`config.mk`:
```
export PLATFORM = sky130hd
export DESIGN_NAME = rmc_device_flat
export DESIGN_NICKNAME = d
export VERILOG_FILES = /design/src/rmc_pkg.sv /design/src/rmc_link_if.sv /design/src/rmc_device.sv /design/src/flat_wrapper.sv
export VERILOG_INCLUDE_DIRS = /design/src
export SDC_FILE = /design/constraint.sdc
export NUM_CORES = 1
export LEC_CHECK = 0
export BUFFER_PORTS_ARGS = -buffer_cell sky130_fd_sc_hd__buf_2
export CAP_MARGIN = 30
export CORE_MARGIN = 2
export CORE_UTILIZATION = 23
export CTS_CLUSTER_SIZE = 25
export DETAILED_ROUTE_END_ITERATION = 7
export MAX_ROUTING_LAYER = met4
export SKIP_LAST_GASP = 1
export SYNTH_ARGS = -nofsm -noshare
export SYNTH_HDL_FRONTEND = slang
export SYNTH_SLANG_ARGS = --single-unit
```
`constraint.sdc`:
```
create_clock -name aclk -period 5.45 [get_ports aclk]
set_input_delay 1.09 -clock aclk [delete_from_list [all_inputs] [get_ports aclk]]
set_output_delay 1.09 -clock aclk [all_outputs]
set_load 0.05 [all_outputs]
```
`src/rmc_consts.svh`:
```
// Constants shared by the radio mode controller ends
`ifndef RMC_CONSTS_SVH
`define RMC_CONSTS_SVH
`define RMC_CLK_MHZ 125
// Device-side serial register map, command byte bit 7 marks a write
`define RMC_CMD_WR_BIT 7
`define RMC_REG_CONFIG 7'h00
`define RMC_REG_SETUP 7'h01
`define RMC_REG_STATUS 7'h02
`define RMC_REG_TXPL 7'h03
`define RMC_REG_RXPL 7'h04
`define RMC_CFG_PRIMARY_RECEIVE_SELECT 0
`define RMC_CFG_POWER_UP_BIT 1
`define RMC_SETUP_RATE 3
`define RMC_FIFO_DEPTH 3
// Timing figures in ns; RMC_POR_CYCLES and RMC_SCK_HALF in clock cycles
`define RMC_T_SETTLE_NS 130000
`define RMC_T_CD_NS 128000
`define RMC_T_CE_MIN_NS 10000
`define RMC_T_CE_PULSE_NS 12000
`define RMC_T_CE2CSN_NS 4000
`define RMC_T_PD_XTAL_NS 1500000
`define RMC_T_PD_EXT_NS 150000
`define RMC_T_TX_MAX_NS 4000000
`define RMC_POR_CYCLES 16
`define RMC_SCK_HALF 10
// Controller AXI4-Lite map
`define RMC_AXI_CTRL 8'h00
`define RMC_AXI_CMD 8'h04
`define RMC_AXI_STATUS 8'h08
`define RMC_CTRL_CE 0
`define RMC_CTRL_PULSE 1
`define RMC_CTRL_EXTCLK 2
`endif

```
`src/rmc_pkg.sv`:
```
// Types of the radio mode controller
package rmc_pkg;
`include "rmc_consts.svh"
    typedef enum logic [2:0] {
        RMC_POR, RMC_PDN, RMC_STBY1, RMC_STBY2, RMC_SET_TX, RMC_SET_RX, RMC_TX, RMC_RX
    } rmc_mode_t;
    typedef enum logic [1:0] {RMC_H_IDLE, RMC_H_WAIT, RMC_H_SHIFT, RMC_H_END} rmc_spi_t;
    typedef logic [`RMC_FIFO_DEPTH-1:0][7:0] rmc_fifo_t;
    typedef struct packed {
        rmc_mode_t mode;
        logic [15:0] por_cnt;
        logic [15:0] tmr;
        logic [15:0] ce_cnt;
        logic [15:0] cd_cnt;
        logic [2:0] sck_s;
        logic [2:0] csn_s;
        logic [1:0] mosi_s;
        logic [1:0] ce_s;
        logic [4:0] bitc;
        logic [7:0] sh_in;
        logic [7:0] cmd;
        logic [7:0] sh_out;
        logic tx_pend;
        logic [7:0] tx_stage;
        logic power_up_bit;
        logic primary_receive_select;
        logic air_rate;
        rmc_fifo_t txq;
        logic [1:0] tx_n;
        rmc_fifo_t rxq;
        logic [1:0] rx_n;
        logic cd;
        logic miso;
        logic miso_oe;
        logic tx_go;
        logic [7:0] tx_byte;
        logic rx_drop;
    } rmc_dev_st_t;
    typedef struct packed {
        logic aw_full;
        logic [7:0] aw_addr;
        logic w_full;
        logic [31:0] wdata;
        logic [3:0] wstrb;
        logic bvalid;
        logic [1:0] bresp;
        logic rvalid;
        logic [31:0] rdata;
        logic [1:0] rresp;
        logic ce_level;
        logic ext_clk;
        logic [15:0] pulse_cnt;
        logic ce_q;
        logic [15:0] ce_age;
        logic pwr_on;
        logic primary_receive_select;
        logic cfg_done;
        logic [17:0] pd_cnt;
        logic [19:0] tx_cnt;
        logic tx_lim;
        rmc_spi_t spi;
        logic [15:0] sh;
        logic [15:0] rxsh;
        logic [4:0] bitn;
        logic [7:0] div;
        logic sck;
        logic csn;
        logic mosi;
        logic [1:0] miso_s;
        logic [7:0] rbyte;
    } rmc_host_st_t;
endpackage : rmc_pkg

```
`src/rmc_link_if.sv`:
```
// Serial and chip-enable link between controller and radio device
`timescale 1ns/10ps
interface rmc_link_if;
    logic ce;
    logic csn;
    logic sck;
    logic mosi;
    logic miso_o;
    logic miso_oe;
    logic miso;
    // Undriven data line reads low
    assign miso = miso_oe & miso_o;
    modport dev (input ce, input csn, input sck, input mosi, output miso_o, output miso_oe);
    modport host (output ce, output csn, output sck, output mosi, input miso);
endinterface : rmc_link_if

```
`src/rmc_device.sv`:
```
// Radio device end: operating-mode state machine with serial register access
//
// Our own choices: the register addresses and the AXI4-Lite slave port.
`timescale 1ns/10ps
`include "rmc_consts.svh"
module rmc_device
    import rmc_pkg::*;
#(
    parameter int SETTLE_CYCLES = (`RMC_T_SETTLE_NS * `RMC_CLK_MHZ) / 1000,
    parameter int CD_CYCLES = (`RMC_T_CD_NS * `RMC_CLK_MHZ + 999) / 1000
) (
    input wire logic aclk,
    input wire logic aresetn,
    rmc_link_if.dev lnk,
    input wire logic rf_pkt_valid,
    input wire logic rf_addr_match,
    input wire logic rf_crc_ok,
    input wire logic [7:0] rf_pkt_byte,
    input wire logic rf_signal,
    input wire logic tx_done,
    output rmc_mode_t mode,
    output logic tx_go,
    output logic [7:0] tx_byte,
    output logic carrier_detect_flag,
    output logic air_rate_2m,
    output logic rx_drop
);
    localparam int CE_MIN_CYCLES = (`RMC_T_CE_MIN_NS * `RMC_CLK_MHZ + 999) / 1000;
    localparam logic [1:0] DEPTH = 2'(`RMC_FIFO_DEPTH);

    rmc_dev_st_t q;
    rmc_dev_st_t d;

    always_comb begin
        logic sck_rise;
        logic sck_fall;
        logic csn_low;
        logic csn_rise;
        logic ce;
        logic [7:0] byte_in;
        logic pop_tx;
        logic push_tx;
        logic pop_rx;
        logic push_rx;
        sck_rise = q.sck_s[1] & ~q.sck_s[2];
        sck_fall = ~q.sck_s[1] & q.sck_s[2];
        csn_low = ~q.csn_s[1];
        csn_rise = q.csn_s[1] & ~q.csn_s[2];
        ce = q.ce_s[1];
        byte_in = {q.sh_in[6:0], q.mosi_s[1]};
        pop_tx = 1'b0;
        push_tx = 1'b0;
        pop_rx = 1'b0;
        push_rx = 1'b0;
        d = q;
        d.tx_go = 1'b0;
        d.rx_drop = 1'b0;
        d.sck_s = {q.sck_s[1:0], lnk.sck};
        d.csn_s = {q.csn_s[1:0], lnk.csn};
        d.mosi_s = {q.mosi_s[0], lnk.mosi};
        d.ce_s = {q.ce_s[0], lnk.ce};
        d.miso_oe = csn_low;
        // Serial slave stays live in every mode
        if (!csn_low) begin
            d.bitc = 5'h00;
        end else if (sck_rise) begin
            d.sh_in = byte_in;
            d.bitc = q.bitc + 5'h01;
            if (q.bitc == 5'h07) begin
                d.cmd = byte_in;
                unique case (byte_in[6:0])
                    `RMC_REG_CONFIG: begin
                        d.sh_out = 8'h00;
                        d.sh_out[`RMC_CFG_POWER_UP_BIT] = q.power_up_bit;
                        d.sh_out[`RMC_CFG_PRIMARY_RECEIVE_SELECT] = q.primary_receive_select;
                    end
                    `RMC_REG_SETUP: begin
                        d.sh_out = 8'h00;
                        d.sh_out[`RMC_SETUP_RATE] = q.air_rate;
                    end
                    `RMC_REG_STATUS: d.sh_out = {q.rx_n, q.tx_n, q.cd, 3'(q.mode)};
                    `RMC_REG_RXPL: begin
                        d.sh_out = q.rxq[0];
                        pop_rx = !byte_in[`RMC_CMD_WR_BIT] && q.rx_n != 2'h0;
                    end
                    default: d.sh_out = 8'h00;
                endcase
            end else if (q.bitc == 5'h0f && q.cmd[`RMC_CMD_WR_BIT]) begin
                unique case (q.cmd[6:0])
                    `RMC_REG_CONFIG: begin
                        d.power_up_bit = byte_in[`RMC_CFG_POWER_UP_BIT];
                        d.primary_receive_select = byte_in[`RMC_CFG_PRIMARY_RECEIVE_SELECT];
                    end
                    `RMC_REG_SETUP: d.air_rate = byte_in[`RMC_SETUP_RATE];
                    `RMC_REG_TXPL: begin
                        d.tx_pend = 1'b1;
                        d.tx_stage = byte_in;
                    end
                    default: ;
                endcase
            end
        end
        if (csn_low && sck_fall) begin
            d.miso = q.sh_out[7];
            d.sh_out = {q.sh_out[6:0], 1'b0};
        end
        // Upload commits at chip-select release
        if (csn_rise && q.tx_pend) begin
            d.tx_pend = 1'b0;
            push_tx = q.tx_n != DEPTH;
        end
        d.ce_cnt = ce ? ((q.ce_cnt == 16'(CE_MIN_CYCLES)) ? q.ce_cnt : q.ce_cnt + 16'h1) : 16'h0;
        // Filtered carrier detect
        if (q.mode == RMC_RX && rf_signal) begin
            d.cd_cnt = (q.cd_cnt == 16'(CD_CYCLES)) ? q.cd_cnt : q.cd_cnt + 16'h1;
        end else begin
            d.cd_cnt = 16'h0;
        end
        d.cd = d.cd_cnt == 16'(CD_CYCLES);
        if (q.mode == RMC_RX && rf_pkt_valid && rf_addr_match && rf_crc_ok) begin
            push_rx = q.rx_n != DEPTH;
            d.rx_drop = q.rx_n == DEPTH;
        end
        unique case (q.mode)
            RMC_POR: begin
                d.por_cnt = q.por_cnt + 16'h1;
                if (q.por_cnt == 16'(`RMC_POR_CYCLES - 1)) d.mode = RMC_PDN;
            end
            RMC_PDN: if (q.power_up_bit) d.mode = RMC_STBY1;
            RMC_STBY1: begin
                if (ce && q.primary_receive_select) begin
                    d.mode = RMC_SET_RX;
                end else if (ce && q.tx_n == 2'h0) begin
                    d.mode = RMC_STBY2;
                end else if (ce && q.ce_cnt == 16'(CE_MIN_CYCLES)) begin
                    d.mode = RMC_SET_TX;
                end
            end
            RMC_STBY2: begin
                if (!ce) d.mode = RMC_STBY1;
                else if (q.primary_receive_select) d.mode = RMC_SET_RX;
                else if (q.tx_n != 2'h0) d.mode = RMC_SET_TX;
            end
            RMC_SET_TX, RMC_SET_RX: begin
                d.tmr = q.tmr + 16'h1;
                if (q.mode == RMC_SET_RX && !ce) begin
                    d.mode = RMC_STBY1;
                    d.tmr = 16'h0;
                end else if (q.tmr == 16'(SETTLE_CYCLES - 1)) begin
                    d.tmr = 16'h0;
                    d.mode = (q.mode == RMC_SET_TX) ? RMC_TX : RMC_RX;
                    d.tx_go = q.mode == RMC_SET_TX;
                    d.tx_byte = q.txq[0];
                end
            end
            RMC_TX: begin
                if (tx_done) begin
                    pop_tx = 1'b1;
                    if (!ce) begin
                        d.mode = RMC_STBY1;
                    end else if (q.primary_receive_select) begin
                        d.mode = RMC_SET_RX;
                    end else if (q.tx_n > 2'h1) begin
                        d.tx_go = 1'b1;
                        d.tx_byte = q.txq[1];
                    end else begin
                        d.mode = RMC_STBY2;
                    end
                end
            end
            RMC_RX: if (!ce) d.mode = RMC_STBY1;
        endcase
        if (!q.power_up_bit && q.mode != RMC_POR) begin
            d.mode = RMC_PDN;
            d.tmr = 16'h0;
        end
        // FIFO update: pop shifts down, push lands behind the last entry
        if (pop_tx) begin
            d.txq = {8'h00, q.txq[`RMC_FIFO_DEPTH-1:1]};
            d.tx_n = q.tx_n - 2'h1;
        end
        if (push_tx) begin
            d.txq[d.tx_n] = q.tx_stage;
            d.tx_n = d.tx_n + 2'h1;
        end
        if (pop_rx) begin
            d.rxq = {8'h00, q.rxq[`RMC_FIFO_DEPTH-1:1]};
            d.rx_n = q.rx_n - 2'h1;
        end
        if (push_rx) begin
            d.rxq[d.rx_n] = rf_pkt_byte;
            d.rx_n = d.rx_n + 2'h1;
        end
    end

    always_ff @(posedge aclk) begin
        if (!aresetn) begin
            q <= '0;
            q.mode <= RMC_POR;
            q.sck_s <= 3'h0;
            q.csn_s <= 3'h7;
            q.ce_s <= 2'h0;
        end else begin
            q <= d;
        end
    end

    assign lnk.miso_o = q.miso;
    assign lnk.miso_oe = q.miso_oe;
    assign mode = q.mode;
    assign tx_go = q.tx_go;
    assign tx_byte = q.tx_byte;
    assign carrier_detect_flag = q.cd;
    assign air_rate_2m = q.air_rate;
    assign rx_drop = q.rx_drop;
endmodule : rmc_device

```
`src/flat_wrapper.sv`:
```
// flat-port wrapper written by rule: the top's interface ports become plain ports
module rmc_device_flat import rmc_pkg::*;
#(
    parameter int SETTLE_CYCLES = (`RMC_T_SETTLE_NS * `RMC_CLK_MHZ) / 1000,
    parameter int CD_CYCLES = (`RMC_T_CD_NS * `RMC_CLK_MHZ + 999) / 1000
)
  (aclk, aresetn, rf_pkt_valid, rf_addr_match, rf_crc_ok, rf_pkt_byte, rf_signal, tx_done, mode, tx_go, tx_byte, carrier_detect_flag, air_rate_2m, rx_drop, lnk_ce, lnk_csn, lnk_sck, lnk_mosi, lnk_miso_o, lnk_miso_oe);
  rmc_link_if lnk_i ();
  input wire logic aclk;
  input wire logic aresetn;
  input wire logic rf_pkt_valid;
  input wire logic rf_addr_match;
  input wire logic rf_crc_ok;
  input wire logic [7:0] rf_pkt_byte;
  input wire logic rf_signal;
  input wire logic tx_done;
  output rmc_mode_t mode;
  output logic tx_go;
  output logic [7:0] tx_byte;
  output logic carrier_detect_flag;
  output logic air_rate_2m;
  output logic rx_drop;
  input wire logic [$bits(lnk_i.ce)-1:0] lnk_ce;
  input wire logic [$bits(lnk_i.csn)-1:0] lnk_csn;
  input wire logic [$bits(lnk_i.sck)-1:0] lnk_sck;
  input wire logic [$bits(lnk_i.mosi)-1:0] lnk_mosi;
  output wire logic [$bits(lnk_i.miso_o)-1:0] lnk_miso_o;
  output wire logic [$bits(lnk_i.miso_oe)-1:0] lnk_miso_oe;
  assign lnk_i.ce = lnk_ce;
  assign lnk_i.csn = lnk_csn;
  assign lnk_i.sck = lnk_sck;
  assign lnk_i.mosi = lnk_mosi;
  assign lnk_miso_o = lnk_i.miso_o;
  assign lnk_miso_oe = lnk_i.miso_oe;
  rmc_device #(.SETTLE_CYCLES(SETTLE_CYCLES), .CD_CYCLES(CD_CYCLES)) u_core (.aclk(aclk), .aresetn(aresetn), .lnk(lnk_i), .rf_pkt_valid(rf_pkt_valid), .rf_addr_match(rf_addr_match), .rf_crc_ok(rf_crc_ok), .rf_pkt_byte(rf_pkt_byte), .rf_signal(rf_signal), .tx_done(tx_done), .mode(mode), .tx_go(tx_go), .tx_byte(tx_byte), .carrier_detect_flag(carrier_detect_flag), .air_rate_2m(air_rate_2m), .rx_drop(rx_drop));
endmodule
```
# After elaboration in Yosys (flattened, before gate mapping)
# Cells that the tools add are included.
[classes] div=0 mul=0 order_cmp=5 add_sub_neg=9 muxes=57 shifts=0 bitwise=9 reduce_logical=44 eq_ne=44
[ops] op="26-bit 2-to-1 mux" n=4
[ops] op="16-bit by 1-bit adder with 16-bit output, second input constant" n=4
[ops] op="16-bit 2-to-1 mux" n=4
[ops] op="9-bit 2-to-1 mux" n=7
[ops] op="24-bit bitwise mux" n=2
[ops] op="16-bit by 14-bit == test with 1-bit output, second input constant" n=3
[ops] op="3-bit 2-to-1 mux" n=15
[ops] op="20-bit 2-to-1 mux" n=2
[ops] op="8-bit demux with 2-bit select" n=2
[ops] op="8-bit 2-to-1 mux" n=4
[ops] op="8-bit one-hot mux with 4 select lines" n=1
[ops] op="12-bit 2-to-1 mux" n=2
[ops] op="3-bit one-hot mux with 7 select lines" n=1
[ops] op="9-bit one-hot mux with 2 select lines" n=1
[ops] op="16-bit by 11-bit == test with 1-bit output, second input constant" n=1
[ops] op="16-bit by 4-bit == test with 1-bit output, second input constant" n=1
[ops] op="8-bit AND reduction" n=2
[ops] op="1-bit logical AND" n=15
[ops] op="5-bit AND reduction" n=3
[ops] op="7-bit by 1-bit == test with 1-bit output, second input constant" n=2
[ops] op="7-bit by 2-bit == test with 1-bit output, second input constant" n=2
[ops] op="7-bit zero test" n=2
[ops] op="2-bit inequality test, second input constant" n=7
[ops] op="3-bit == test, second input constant" n=4
[ops] op="other kinds (33)" n=77
[totals] regBits=182 elab_cells=202 mem_bits_ro=0 in_bits=19 mem_count=0 ramBits=0 output_inout_bits=17 latch_bits=0

# Longest topological paths before layout
# Gate-level depths: netlist (run 1).
[depth] ltp_word=13 ltp_mapped=14 mapped_depth_nobuf=12

# Least setup slack after synthesis (run 1)
# Ideal clock, no wire load.
[synth_timing] path_type="register to register" startpoint="reg u_core.q[95] in the netlist's numbering" endpoint="reg u_core.q[31] in the netlist's numbering" path_stages_with_launch=13 setup_ns=0.128 period_less_slack_ns=3.131 arrival_time_ns=3.003 n_path_buf=2 slack_ns=2.319 required_time_ns=5.322 cell_sequence="dfxtp_1 > or4_4 > nor4b_4 > and2_2 > buf_6 > buf_6 > xnor2_1 > ha_1 > inv_1 > nor4_2 > a21oi_1 > a22oi_1 > nor2_1"
[synth_between] elab_chain_len=12
[synth_lines] item="from (decl)" line_no="rmc_device.sv:31" rtl="rmc_dev_st_t q;"
[synth_lines] item="7-bit by 3-bit == test with 1-bit output *" line_no="rmc_device.sv:71" rtl="unique case (byte_in[6:0])"
[synth_lines] item="1-bit 2-to-1 mux *" line_no="rmc_device.sv:71"
[synth_lines] item="1-bit 2-to-1 mux *" line_no="rmc_device.sv:69" rtl="if (q.bitc == 5'h07) begin"
[synth_lines] item="1-bit 2-to-1 mux *" line_no="rmc_device.sv:66" rtl="end else if (sck_rise) begin"
[synth_lines] item="1-bit 2-to-1 mux *" line_no="rmc_device.sv:64" rtl="if (!csn_low) begin"
[synth_lines] item="26-bit 2-to-1 mux *" line_no="rmc_device.sv:186" rtl="if (pop_rx) begin"
[synth_lines] item="2-bit by 3-bit less-than comparator with 1-bit output (not written as such) or 2-bit by 1-bit greater-or-equal comparator with 1-bit output (tied branches)" line_no="rmc_device.sv:191" rtl="d.rxq[d.rx_n] = rf_pkt_byte;"
[synth_lines] item="1-bit logical AND (not written as such)" line_no="rmc_device.sv:191"
[synth_lines] item="8-bit 2-to-1 mux (not written as such)" line_no="rmc_device.sv:191"
[synth_lines] item="8-bit demux with 2-bit select"
[synth_lines] item="24-bit bitwise mux" line_no="rmc_device.sv:191"
[synth_lines] item="26-bit 2-to-1 mux *" line_no="rmc_device.sv:190" rtl="if (push_rx) begin"
# Mark *: on every way between the ends. The rest lies on a longest branch, timed or not.
# A chain may end at the register's enable or synchronous reset.

# Worst setup path in the final report (run 1)
[layout_timing] startpoint="reg u_core.q[95] in the netlist's numbering" endpoint="reg u_core.q[32] in the netlist's numbering"
# Same word-level chain as after synthesis.

==> results.md, run 1 <==
- Num CTS Buffers: 17
- Final HPWL DP: 13300 microns
- Post-CTS Hold Buffers: 0
- Synth Warn #: 0
- Final Net Count: 1026
- Initial antenna violation count: 0
- Final Hold Viols: 0
- Commonest cells after routing, fill and taps aside: dfxtp_1 (182), nor2_1 (127), nand2_1 (100)
- Clock slew at reported path FFs: 0.07 ns
- Drt drc: 0
- Fmax: 257 MHz
- Power Total: 2.64 mW
- CTS sink cnt: 182
- IO Pins: 36
- Core Area: 0.0368 sq mm
- WL per Instance: 13.3 microns
- Post-CTS Setup Inserts: 0
- Critical path data arrival time: 4.19 ns
- Delay-heaviest family, CP: simple AND/OR/NAND/NOR gates
- Layout cell share with drive strength beyond 1: 8.60%
- Worst path slowest cell: nor4_2
- Post-synth EDFFs: 0
- Crit. End Element: register
- Largest net degree at the start of global routing: 85
- Synthesized area per cell: 8.71 sq um
- Maximum vdd drop: approximately 0.18 mV
- Hold Crit Class: register to register
- Total die area: 0.0391 sq mm
- R2r setup slk: around 1.6 ns
- Status: completed
- Initial Util: between 20% and 30%
- CP peak stage delay: about 0.72 ns
- Synth top area share: 42.2%
- Post-route clock period utilization: between 70% and 80%
- Routed Wire Length: approximately 20000 microns
- P per Cell Area: 272 mW/mm^2
- WHS Path Cells: 1
- WP depth: 11
- Area contributors post-synth: dfxtp_1 (42%), nor2_1 (5.5%), mux2i_1 (5.4%)
- Slew HR: a little over a third
- Final WS setup: 1.55 ns
- Pleak: 3.37 nW
- Most common flop cell mapped by yosys: dfxtp_1
- Clock Path Buffers: 2
- Max-slew violations: 0
- Worst skew pair latency: 0.44 ns
- Die Wd: 198 microns
- Setup TNS: 0 ns
- Vias per inst: between 4 and 5
- Layout overhead on the synthesized area: 12.3%
- Net Count, Synth: slightly above 1000
- Fraction of registers with async set/reset: 0%
- Setup Skew: 0.0105 ns
- CTS tree: done
- ANT nets after route: 0
- Cell variety after synth: 74
- Crit path kind: register to register
- Clk root buf: clkbuf_16
- Cts repair resizes: 0
- H-tree depth: 4
- FF-to-FF Start: u_core.q[95]
- Critical Path Start Type: register
- Peak fanout along the critical path: 21
- Min-delay src: u_core.d[111]
- Post-synthesis register bit count: between 150 and 200
- Register area share after synthesis: 42.2%
- Number of core rows: 70
- Cells after Synth: 992
- WP data required: between 5 and 6 ns
- Vias after detailed routing: 6882
- Remaining global-route overflow: 0
- Input/output buffers: 35
- Initial DRC count: 484
- Post-route minimum period: 3.90 ns
- Max cap viols: 0
- Commonest non-fill, non-tap cell in the layout: dfxtp_1
- Total track usage: 10.7%
- RSZ-0062 raised after global routing: no
- Origin of the worst setup path: u_core.q[95]
- Top cell type by total area after synthesis: dfxtp_1
- First-pass GRT wire length: 33100 microns
- Vias in the first global route: 6561
- Die height: approximately 200 microns
- Critical-path cell list: or4_4 > nor4b_4 > buf_4 > and2_2 > xnor2_1 > ha_1 > inv_1 > nor4_2 > a21oi_1 > a22oi_1 > nor2_1
- Final setup violation count: 0
- Number of inserted diodes: 0
- Reg2reg path depth: 11
- DRT Pass-1 Iters: 5
- Worst Path Buf+Inv: 2
- RD Place Congestion: 0.793
- Setup Slack @ Placement: ~1.6 ns
- Least-Margin Pin Slew: slightly below 1 ns
- Synth Cell Area: between 0.008 and 0.009 sq mm
[layout make-up]
cell class / count / area, sq um
timing repair buffer: 44 / 243
clock buffer: 19 / 443
inverter: 23 / 86.3
tap: 468 / 586
multi-input combinational: 720 / 4580
sequential: 182 / 3640
clock inverter: 12 / 120
fill: 3950 / 27100
[Yosys cell counts, drive strengths merged, types with 21 or more instances]
cell type / count
nor2: 128
a21oi: 60
a211oi: 30
nand2: 100
nor3: 23
dfxtp: 182
xor2: 24
clkbuf: 42
xnor2: 21
inv: 22
mux2i: 47
buf: 25
nand3: 30
[registers in the layout, summed over array words and instances, names as in the netlist]
register,flops
u_core.q,159
u_core.tx_byte,8
u_core.d,6
u_core.mode,3
u_core.air_rate_2m,1
u_core.carrier_detect_flag,1
u_core.lnk.miso_o,1
u_core.lnk.miso_oe,1
u_core.rx_drop,1
u_core.tx_go,1
[path summary, 6_finish.rpt]
path | to
max reg2reg | u_core.q[32]
min reg2reg | u_core.d[112]
min | u_core.d[112]
max | u_core.q[32]
[where the power goes]
part	total [mW]	switching [mW]	leakage, nW	internal (mW)
combinational	0.0848	0.0571	1.63	0.0277
clock	1.20	0.554	0.276	0.649
sequential	1.35	0.0123	1.47	1.34
total	2.64	0.623	3.37	2.01
[stage by stage]
stage	instance area, sq um	util (%)	instances	hold slack (ns)
floorplan	8640	-	992	0.386
global placement	9130	24.8	1436	0.405
detailed placement	9140	24.8	1437	0.400
CTS	9700	26.4	1468	0.417
global route	9700	26.4	1468	0.437
finish	9700	26.4	1468	0.413
[routing by layer]
metal  vias to the layer above  track usage, %  share of wire (%)
met1                      3247            13.8                 50
met3                        21            2.40                2.8
li1                       3526               -                  -
met5                         -               -                  0
met4                         0            3.31                1.6
met2                        88            16.5                 46
[kinds of logic after synthesis]
family	share of synthesized area (%)
compound gates	15.4
simple gates	24.2
xor+xnor	4.82
buf+inv	4.79
mux	5.71
fa+ha+maj	2.87
flops	42.2
(Power assumes the default switching activity.)
==> run 2, diff against run 1 <==
==> constraint.sdc (replaced) <==
create_clock -name aclk -period 3.2 [get_ports aclk]
set_input_delay 0.64 -clock aclk [delete_from_list [all_inputs] [get_ports aclk]]
set_output_delay 0.64 -clock aclk [all_outputs]
set_load 0.05 [all_outputs]
==> results.md, run 2 (synthesis results as in run 1) <==
- Status: completed
- Cts repair resizes: 0
- Peak fanout along the critical path: 8
- Maximum vdd drop: between 0.3 and 0.4 mV
- Vias per inst: 4.78
- CP peak stage delay: 0.58 ns
- Input/output buffers: 35
- Max reg flops: 159
- Least-Margin Pin Slew: 1.07 ns
- Post-route clock period utilization: 89.9%
- Final core utilization: 26.8%
- Setup Skew: 0.0123 ns
- Routed Wire Length: 20100 microns
- Num CTS Buffers: 17
- Clock Path Buffers: 2
- H-tree depth: 4
- Clk root buf: clkbuf_16
- Setup Slack @ Placement: 0.359 ns
- Max cap viols: 0
- Commonest non-fill, non-tap cell in the layout: dfxtp_1
- Hold WS: 0.388 ns
- Final HPWL DP: 13600 microns
- WP data required: 3.49 ns
- Final Hold Viols: 0
- Initial antenna violation count: 0
- Final Net Count: 1035
- RD Place Congestion: approximately 0.8
- Crit. End Element: register
- Remaining global-route overflow: 0
- Delay-heaviest family, CP: simple AND/OR/NAND/NOR gates
- Post-CTS Hold Buffers: 0
- RSZ-0062 raised after global routing: no
- Critical path data arrival time: 3.17 ns
- WHS Path Cells: 2
- Post-CTS Setup Inserts: 0
- Die Wd: 198 microns
- Initial DRC count: 482
- WL per Instance: 13.6 microns
- Critical-path cell list: or4_4 > nor4b_4 > and2_2 > xnor2_1 > ha_1 > inv_1 > nor4_2 > a21oi_1 > buf_4 > a22oi_1 > nor2_1
- R2r setup slk: 0.32 ns
- CTS tree: done
- Dpl cells: 1446
- Max-slew violations: 0
- IO Pins: 36
- DRT Pass-1 Iters: 5
- Worst Path Buf+Inv: 2
- Setup TNS: 0 ns
- CTS sink cnt: 182
- Pleak: 3.46 nW
- Layout cell share with drive strength beyond 1: 9.41%
- Total track usage: 10.8%
- Largest net degree at the start of global routing: 57
- Die height: 198 microns
- WP depth: 11
- ANT nets after route: 0
- Drt drc: 0
- Layout overhead on the synthesized area: 14.1%
- Register area: 0.00364 sq mm
- Commonest cells after routing, fill and taps aside: dfxtp_1 (182), nor2_1 (127), nand2_1 (100)
- Post-route minimum period: roughly 2.9 ns
- Hold Crit Class: primary input to register
- Vias in the first global route: 6606
- P per Cell Area: 481 mW/mm^2
- Initial Util: a little under a quarter
- Placed Instance Area: between 0.009 and 0.01 sq mm
- Reg with most FFs: u_core.q
- # fillers: roughly 3900
- Slew HR: ~28%
- Reg2reg path depth: 11
- Crit path kind: register to register
- First-pass GRT wire length: 33600 microns
- Finished Layout Cells: 1478
- Critical Path Start Type: register
- Final Cell Area: 0.00985 sq mm
- Number of core rows: 70
- Final setup violation count: 0
- Vias after detailed routing: around 7100
- Worst path slowest cell: or4_4
- Multi-input gate area: 0.00458 sq mm
- Fmax: roughly 350 MHz
- Clock slew at reported path FFs: approximately 0.070 ns
- Final WS setup: between 0.3 and 0.4 ns
- Core Area: 0.0368 sq mm
- Power Total: roughly 4.7 mW
- Total die area: 0.0391 sq mm
- Number of inserted diodes: 0
- Worst skew pair latency: 0.43 ns
[run 2: changes by cell type in the layout (fill, tap and decap cells not counted), sizes merged]
cell | previous run | this run
buf | 44 | 53
clkinvlp | 1 | 0
clkinv | 5 | 3
clkbuf | 19 | 20
bufinv | 1 | 4
[run 2: cell type report]
cell class	count	share of cell area (%)
tap	468	5.94
clock buffer	20	4.53
inverter	23	0.876
sequential	182	37.0
clock inverter	12	1.92
timing repair buffer	53	3.28
multi-input combinational	720	46.5
[run 2: routing by layer]
layer | track usage, % | vias up | wire, microns
met5 | - | - | 0
met4 | 3.48 | 0 | 333
met3 | 2.21 | 24 | 749
met2 | 17.1 | 137 | 9350
met1 | 13.8 | 3361 | 9700
li1 | - | 3545 | -
[run 2: worst reg2reg max path: stages (launching register included)]
cell and delay (ns):
dfxtp_1 0.35, or4_4 0.58, nor4b_4 0.38, and2_2 0.30, xnor2_1 0.16, ha_1 0.18
inv_1 0.05, nor4_2 0.30, a21oi_1 0.08, buf_4 0.18, a22oi_1 0.14, nor2_1 0.06
[run 2: report_power, final]
| group | total [mW] | switching [mW] | internal, mW |
|---|---|---|---|
| Combinational | 0.157 | 0.106 | 0.0517 |
| Clock | 2.29 | 0.939 | 1.35 |
| Sequential | 2.29 | 0.0141 | 2.28 |
[run 2: final timing paths]
check	from	endpoint
min	lnk_csn	u_core.d[111]
max	u_core.q[96]	u_core.q[32]
min reg2reg	u_core.d[111]	u_core.d[112]
max reg2reg	u_core.q[96]	u_core.q[32]
==> run 3, diff against run 2 <==
--- a/config.mk
+++ b/config.mk
@@ -6,12 +6,13 @@
 export SDC_FILE = /design/constraint.sdc
 export NUM_CORES = 1
 export LEC_CHECK = 0
-export BUFFER_PORTS_ARGS = -buffer_cell sky130_fd_sc_hd__buf_2
+export ABC_AREA = 1
 export CAP_MARGIN = 30
 export CORE_MARGIN = 2
 export CORE_UTILIZATION = 23
 export CTS_CLUSTER_SIZE = 25
 export DETAILED_ROUTE_END_ITERATION = 7
+export DONT_BUFFER_PORTS = 1
 export MAX_ROUTING_LAYER = met4
 export SKIP_LAST_GASP = 1
 export SYNTH_ARGS = -nofsm -noshare
==> results.md, run 3 <==
- Status: completed
- Peak fanout along the critical path: 18
- Area contributors post-synth: dfxtp_1 (41%), nand2_1 (9.9%), o21ai_0 (7.1%)
- Number of inserted diodes: 0
- Least-Margin Pin Slew: 0.684 ns
- Drt drc: 0
- Post-synthesis register bit count: 182
- Layout overhead on the synthesized area: 11.5%
- Pleak: around 3.7 nW
- Final core utilization: 26.0%
- Vias per inst: around 4.4
- GRT busiest layer: met2
- WP data required: between 3 and 4 ns
- Finished Layout Cells: 1753
- Maximum vdd drop: 0.363 mV
- Commonest non-fill, non-tap cell in the layout: nand2_1
- Hold WS: about 0.29 ns
- Vias after detailed routing: 7714
- Fraction of registers with async set/reset: 0%
- Worst Path Buf+Inv: 2
- Final HPWL DP: 14800 microns
- M3 GR Usage: 3.12%
- Max reg flops: 159
- Critical Path Start Type: register
- IO Pins: 36
- Dpl cells: 1721
- Met2 Use GR: 16.7%
- Post-CTS Hold Buffers: 0
- Worst skew pair latency: 0.45 ns
- Most frequent cell after synthesis: nand2_1
- Setup TNS: 0 ns
- Clock Path Buffers: 2
- Total track usage: between 10% and 20%
- Crit path kind: register to register
- ANT nets after route: 0
- Reg with most FFs: u_core.q
- CP peak stage delay: 0.36 ns
- Number of core rows: 71
- Max cap viols: 0
- Num CTS Buffers: 17
- Critical-path cell list: ha_1 > nand2_1 > nor3_4 > nand2_4 > nor2_8 > nand2_2 > nand2_4 > nand2_4 > ha_1 > nand2_1 > inv_1 > o21bai_1 > inv_1
- CTS tree: done
- First-pass GRT wire length: 34100 microns
- WL per Instance: 11.7 microns
- Post-synth EDFFs: 0
- Slew HR: 54.3%
- Worst path slowest cell: dfxtp_1
- Die height: 199 microns
- Clock slew at reported path FFs: approximately 0.07 ns
- Layout cell share with drive strength beyond 1: 6.28%
- Clk root buf: clkbuf_16
- Synth Warn #: 0
- Met1 usage: 14.2%
- Register area share after synthesis: about two fifths
- Routed Wire Length: ~20000 microns
- Post-route minimum period: 2.67 ns
- H-tree depth: 4
- Initial DRC count: a little under 500
- Core Area: 0.0377 sq mm
- Initial antenna violation count: 0
- Total die area: 0.0398 sq mm
- Final Net Count: 1267
- Commonest cells after routing, fill and taps aside: nand2_1 (231), dfxtp_1 (182), inv_1 (157)
- Final Hold Viols: 0
- Synth Cell Area: ~0.0088 sq mm
- Initial Util: between 20% and 30%
- Cell variety after synth: 45
- Post-route clock period utilization: 83.5%
- Vias in the first global route: 7000
- Fmax: 374 MHz
- Setup Skew: 0.00989 ns
- Largest net degree at the start of global routing: between 90 and 100
- Synth top area share: between 40 and 50%
- Die Wd: between 150 and 200 microns
- CTS sink cnt: 182
- Critical path data arrival time: 3.01 ns
- Most common flop cell mapped by yosys: dfxtp_1
- Final setup violation count: 0
- Delay-heaviest family, CP: simple AND/OR/NAND/NOR gates
- Input/output buffers: 0
- Crit. End Element: register
- Max-slew violations: 0
- P per Cell Area: 485 mW/mm^2
- RD Place Congestion: 0.841
- Net Count, Synth: around 1300
- Post-CTS Setup Inserts: 0
- Power Total: 4.75 mW
- Cts repair resizes: 0
- Cells after Synth: 1252
- Hold Crit Class: primary input to register
- Commonest cells in the netlist: nand2_1 (231), dfxtp_1 (182), inv_1 (158)
- Top cell type by total area after synthesis: dfxtp_1
- RSZ-0062 raised after global routing: no
- Remaining global-route overflow: 0
- CP dominant cell by count: nand2_4
- DRT Pass-1 Iters: 5
- Synthesized area per cell: 7.01 sq um
run 3: changes by cell type after synthesis, sizes merged, moves of 20 or more:
cell | before | now
nand2 | 100 | 239
xnor2 | 21 | 1
nor2 | 128 | 167
clkbuf | 42 | 22
nand3 | 30 | 77
inv | 22 | 167
o21ai | 16 | 132
a21oi | 60 | 106
mux2i | 47 | 0
run 3: layer usage:
layer | wire length (microns) | share of wire [%] | vias up
met4 | 220 | 1.1 | 0
met1 | 10200 | 50 | 3515
li1 | - | - | 4056
met5 | 0 | 0 | -
met2 | 9010 | 44 | 130
met3 | 1050 | 5.1 | 13
run 3: metrics by stage:
stage | instance area (sq um) | worst slack [ns]
5_1_grt | 9790 | 0.178
6_report | 9790 | 0.529
2_1_floorplan | 8780 | 1.03
3_3_place_gp | 9210 | 0.556
3_5_place_dp | 9210 | 0.501
4_1_cts | 9790 | 0.482
run 3: final timing paths:
path                               startpoint            end  slack (ns)  cells past startpoint
worst min register to register  u_core.d[111]  u_core.d[112]        0.41                      1
worst min-delay path                   lnk_ce  u_core.d[107]        0.29                      2
worst max-delay path            u_core.q[101]   u_core.q[30]        0.53                     13
worst max register to register  u_core.q[101]   u_core.q[30]        0.53                     13
run 3: area by class of cell:
class	count	area, sq um
Multi-Input combinational cell	854	4250
Clock inverter	13	133
Timing Repair Buffer	6	45.0
Fill cell	4164	27900
Clock buffer	19	453
Tap cell	511	639
Inverter	168	631
Sequential cell	182	3640
run 3: report_power, final:
part	internal (mW)	switching [mW]	leakage, nW
clock network	1.14	0.962	0.293
logic	0.0899	0.238	1.95
registers	2.29	0.0287	1.47
total	3.52	1.23	3.71
run 3: cell families (layout without fill, tap and decap cells):
kind of cell / after synthesis / in the layout / synth area share, %
buf+inv: 216 / 206 / 10.1
flops: 182 / 182 / 41.5
compound gates: 290 / 290 / 17.8
xor+xnor: 8 / 8 / 0.798
fa+ha+maj: 19 / 19 / 2.71
simple gates: 537 / 537 / 27.0
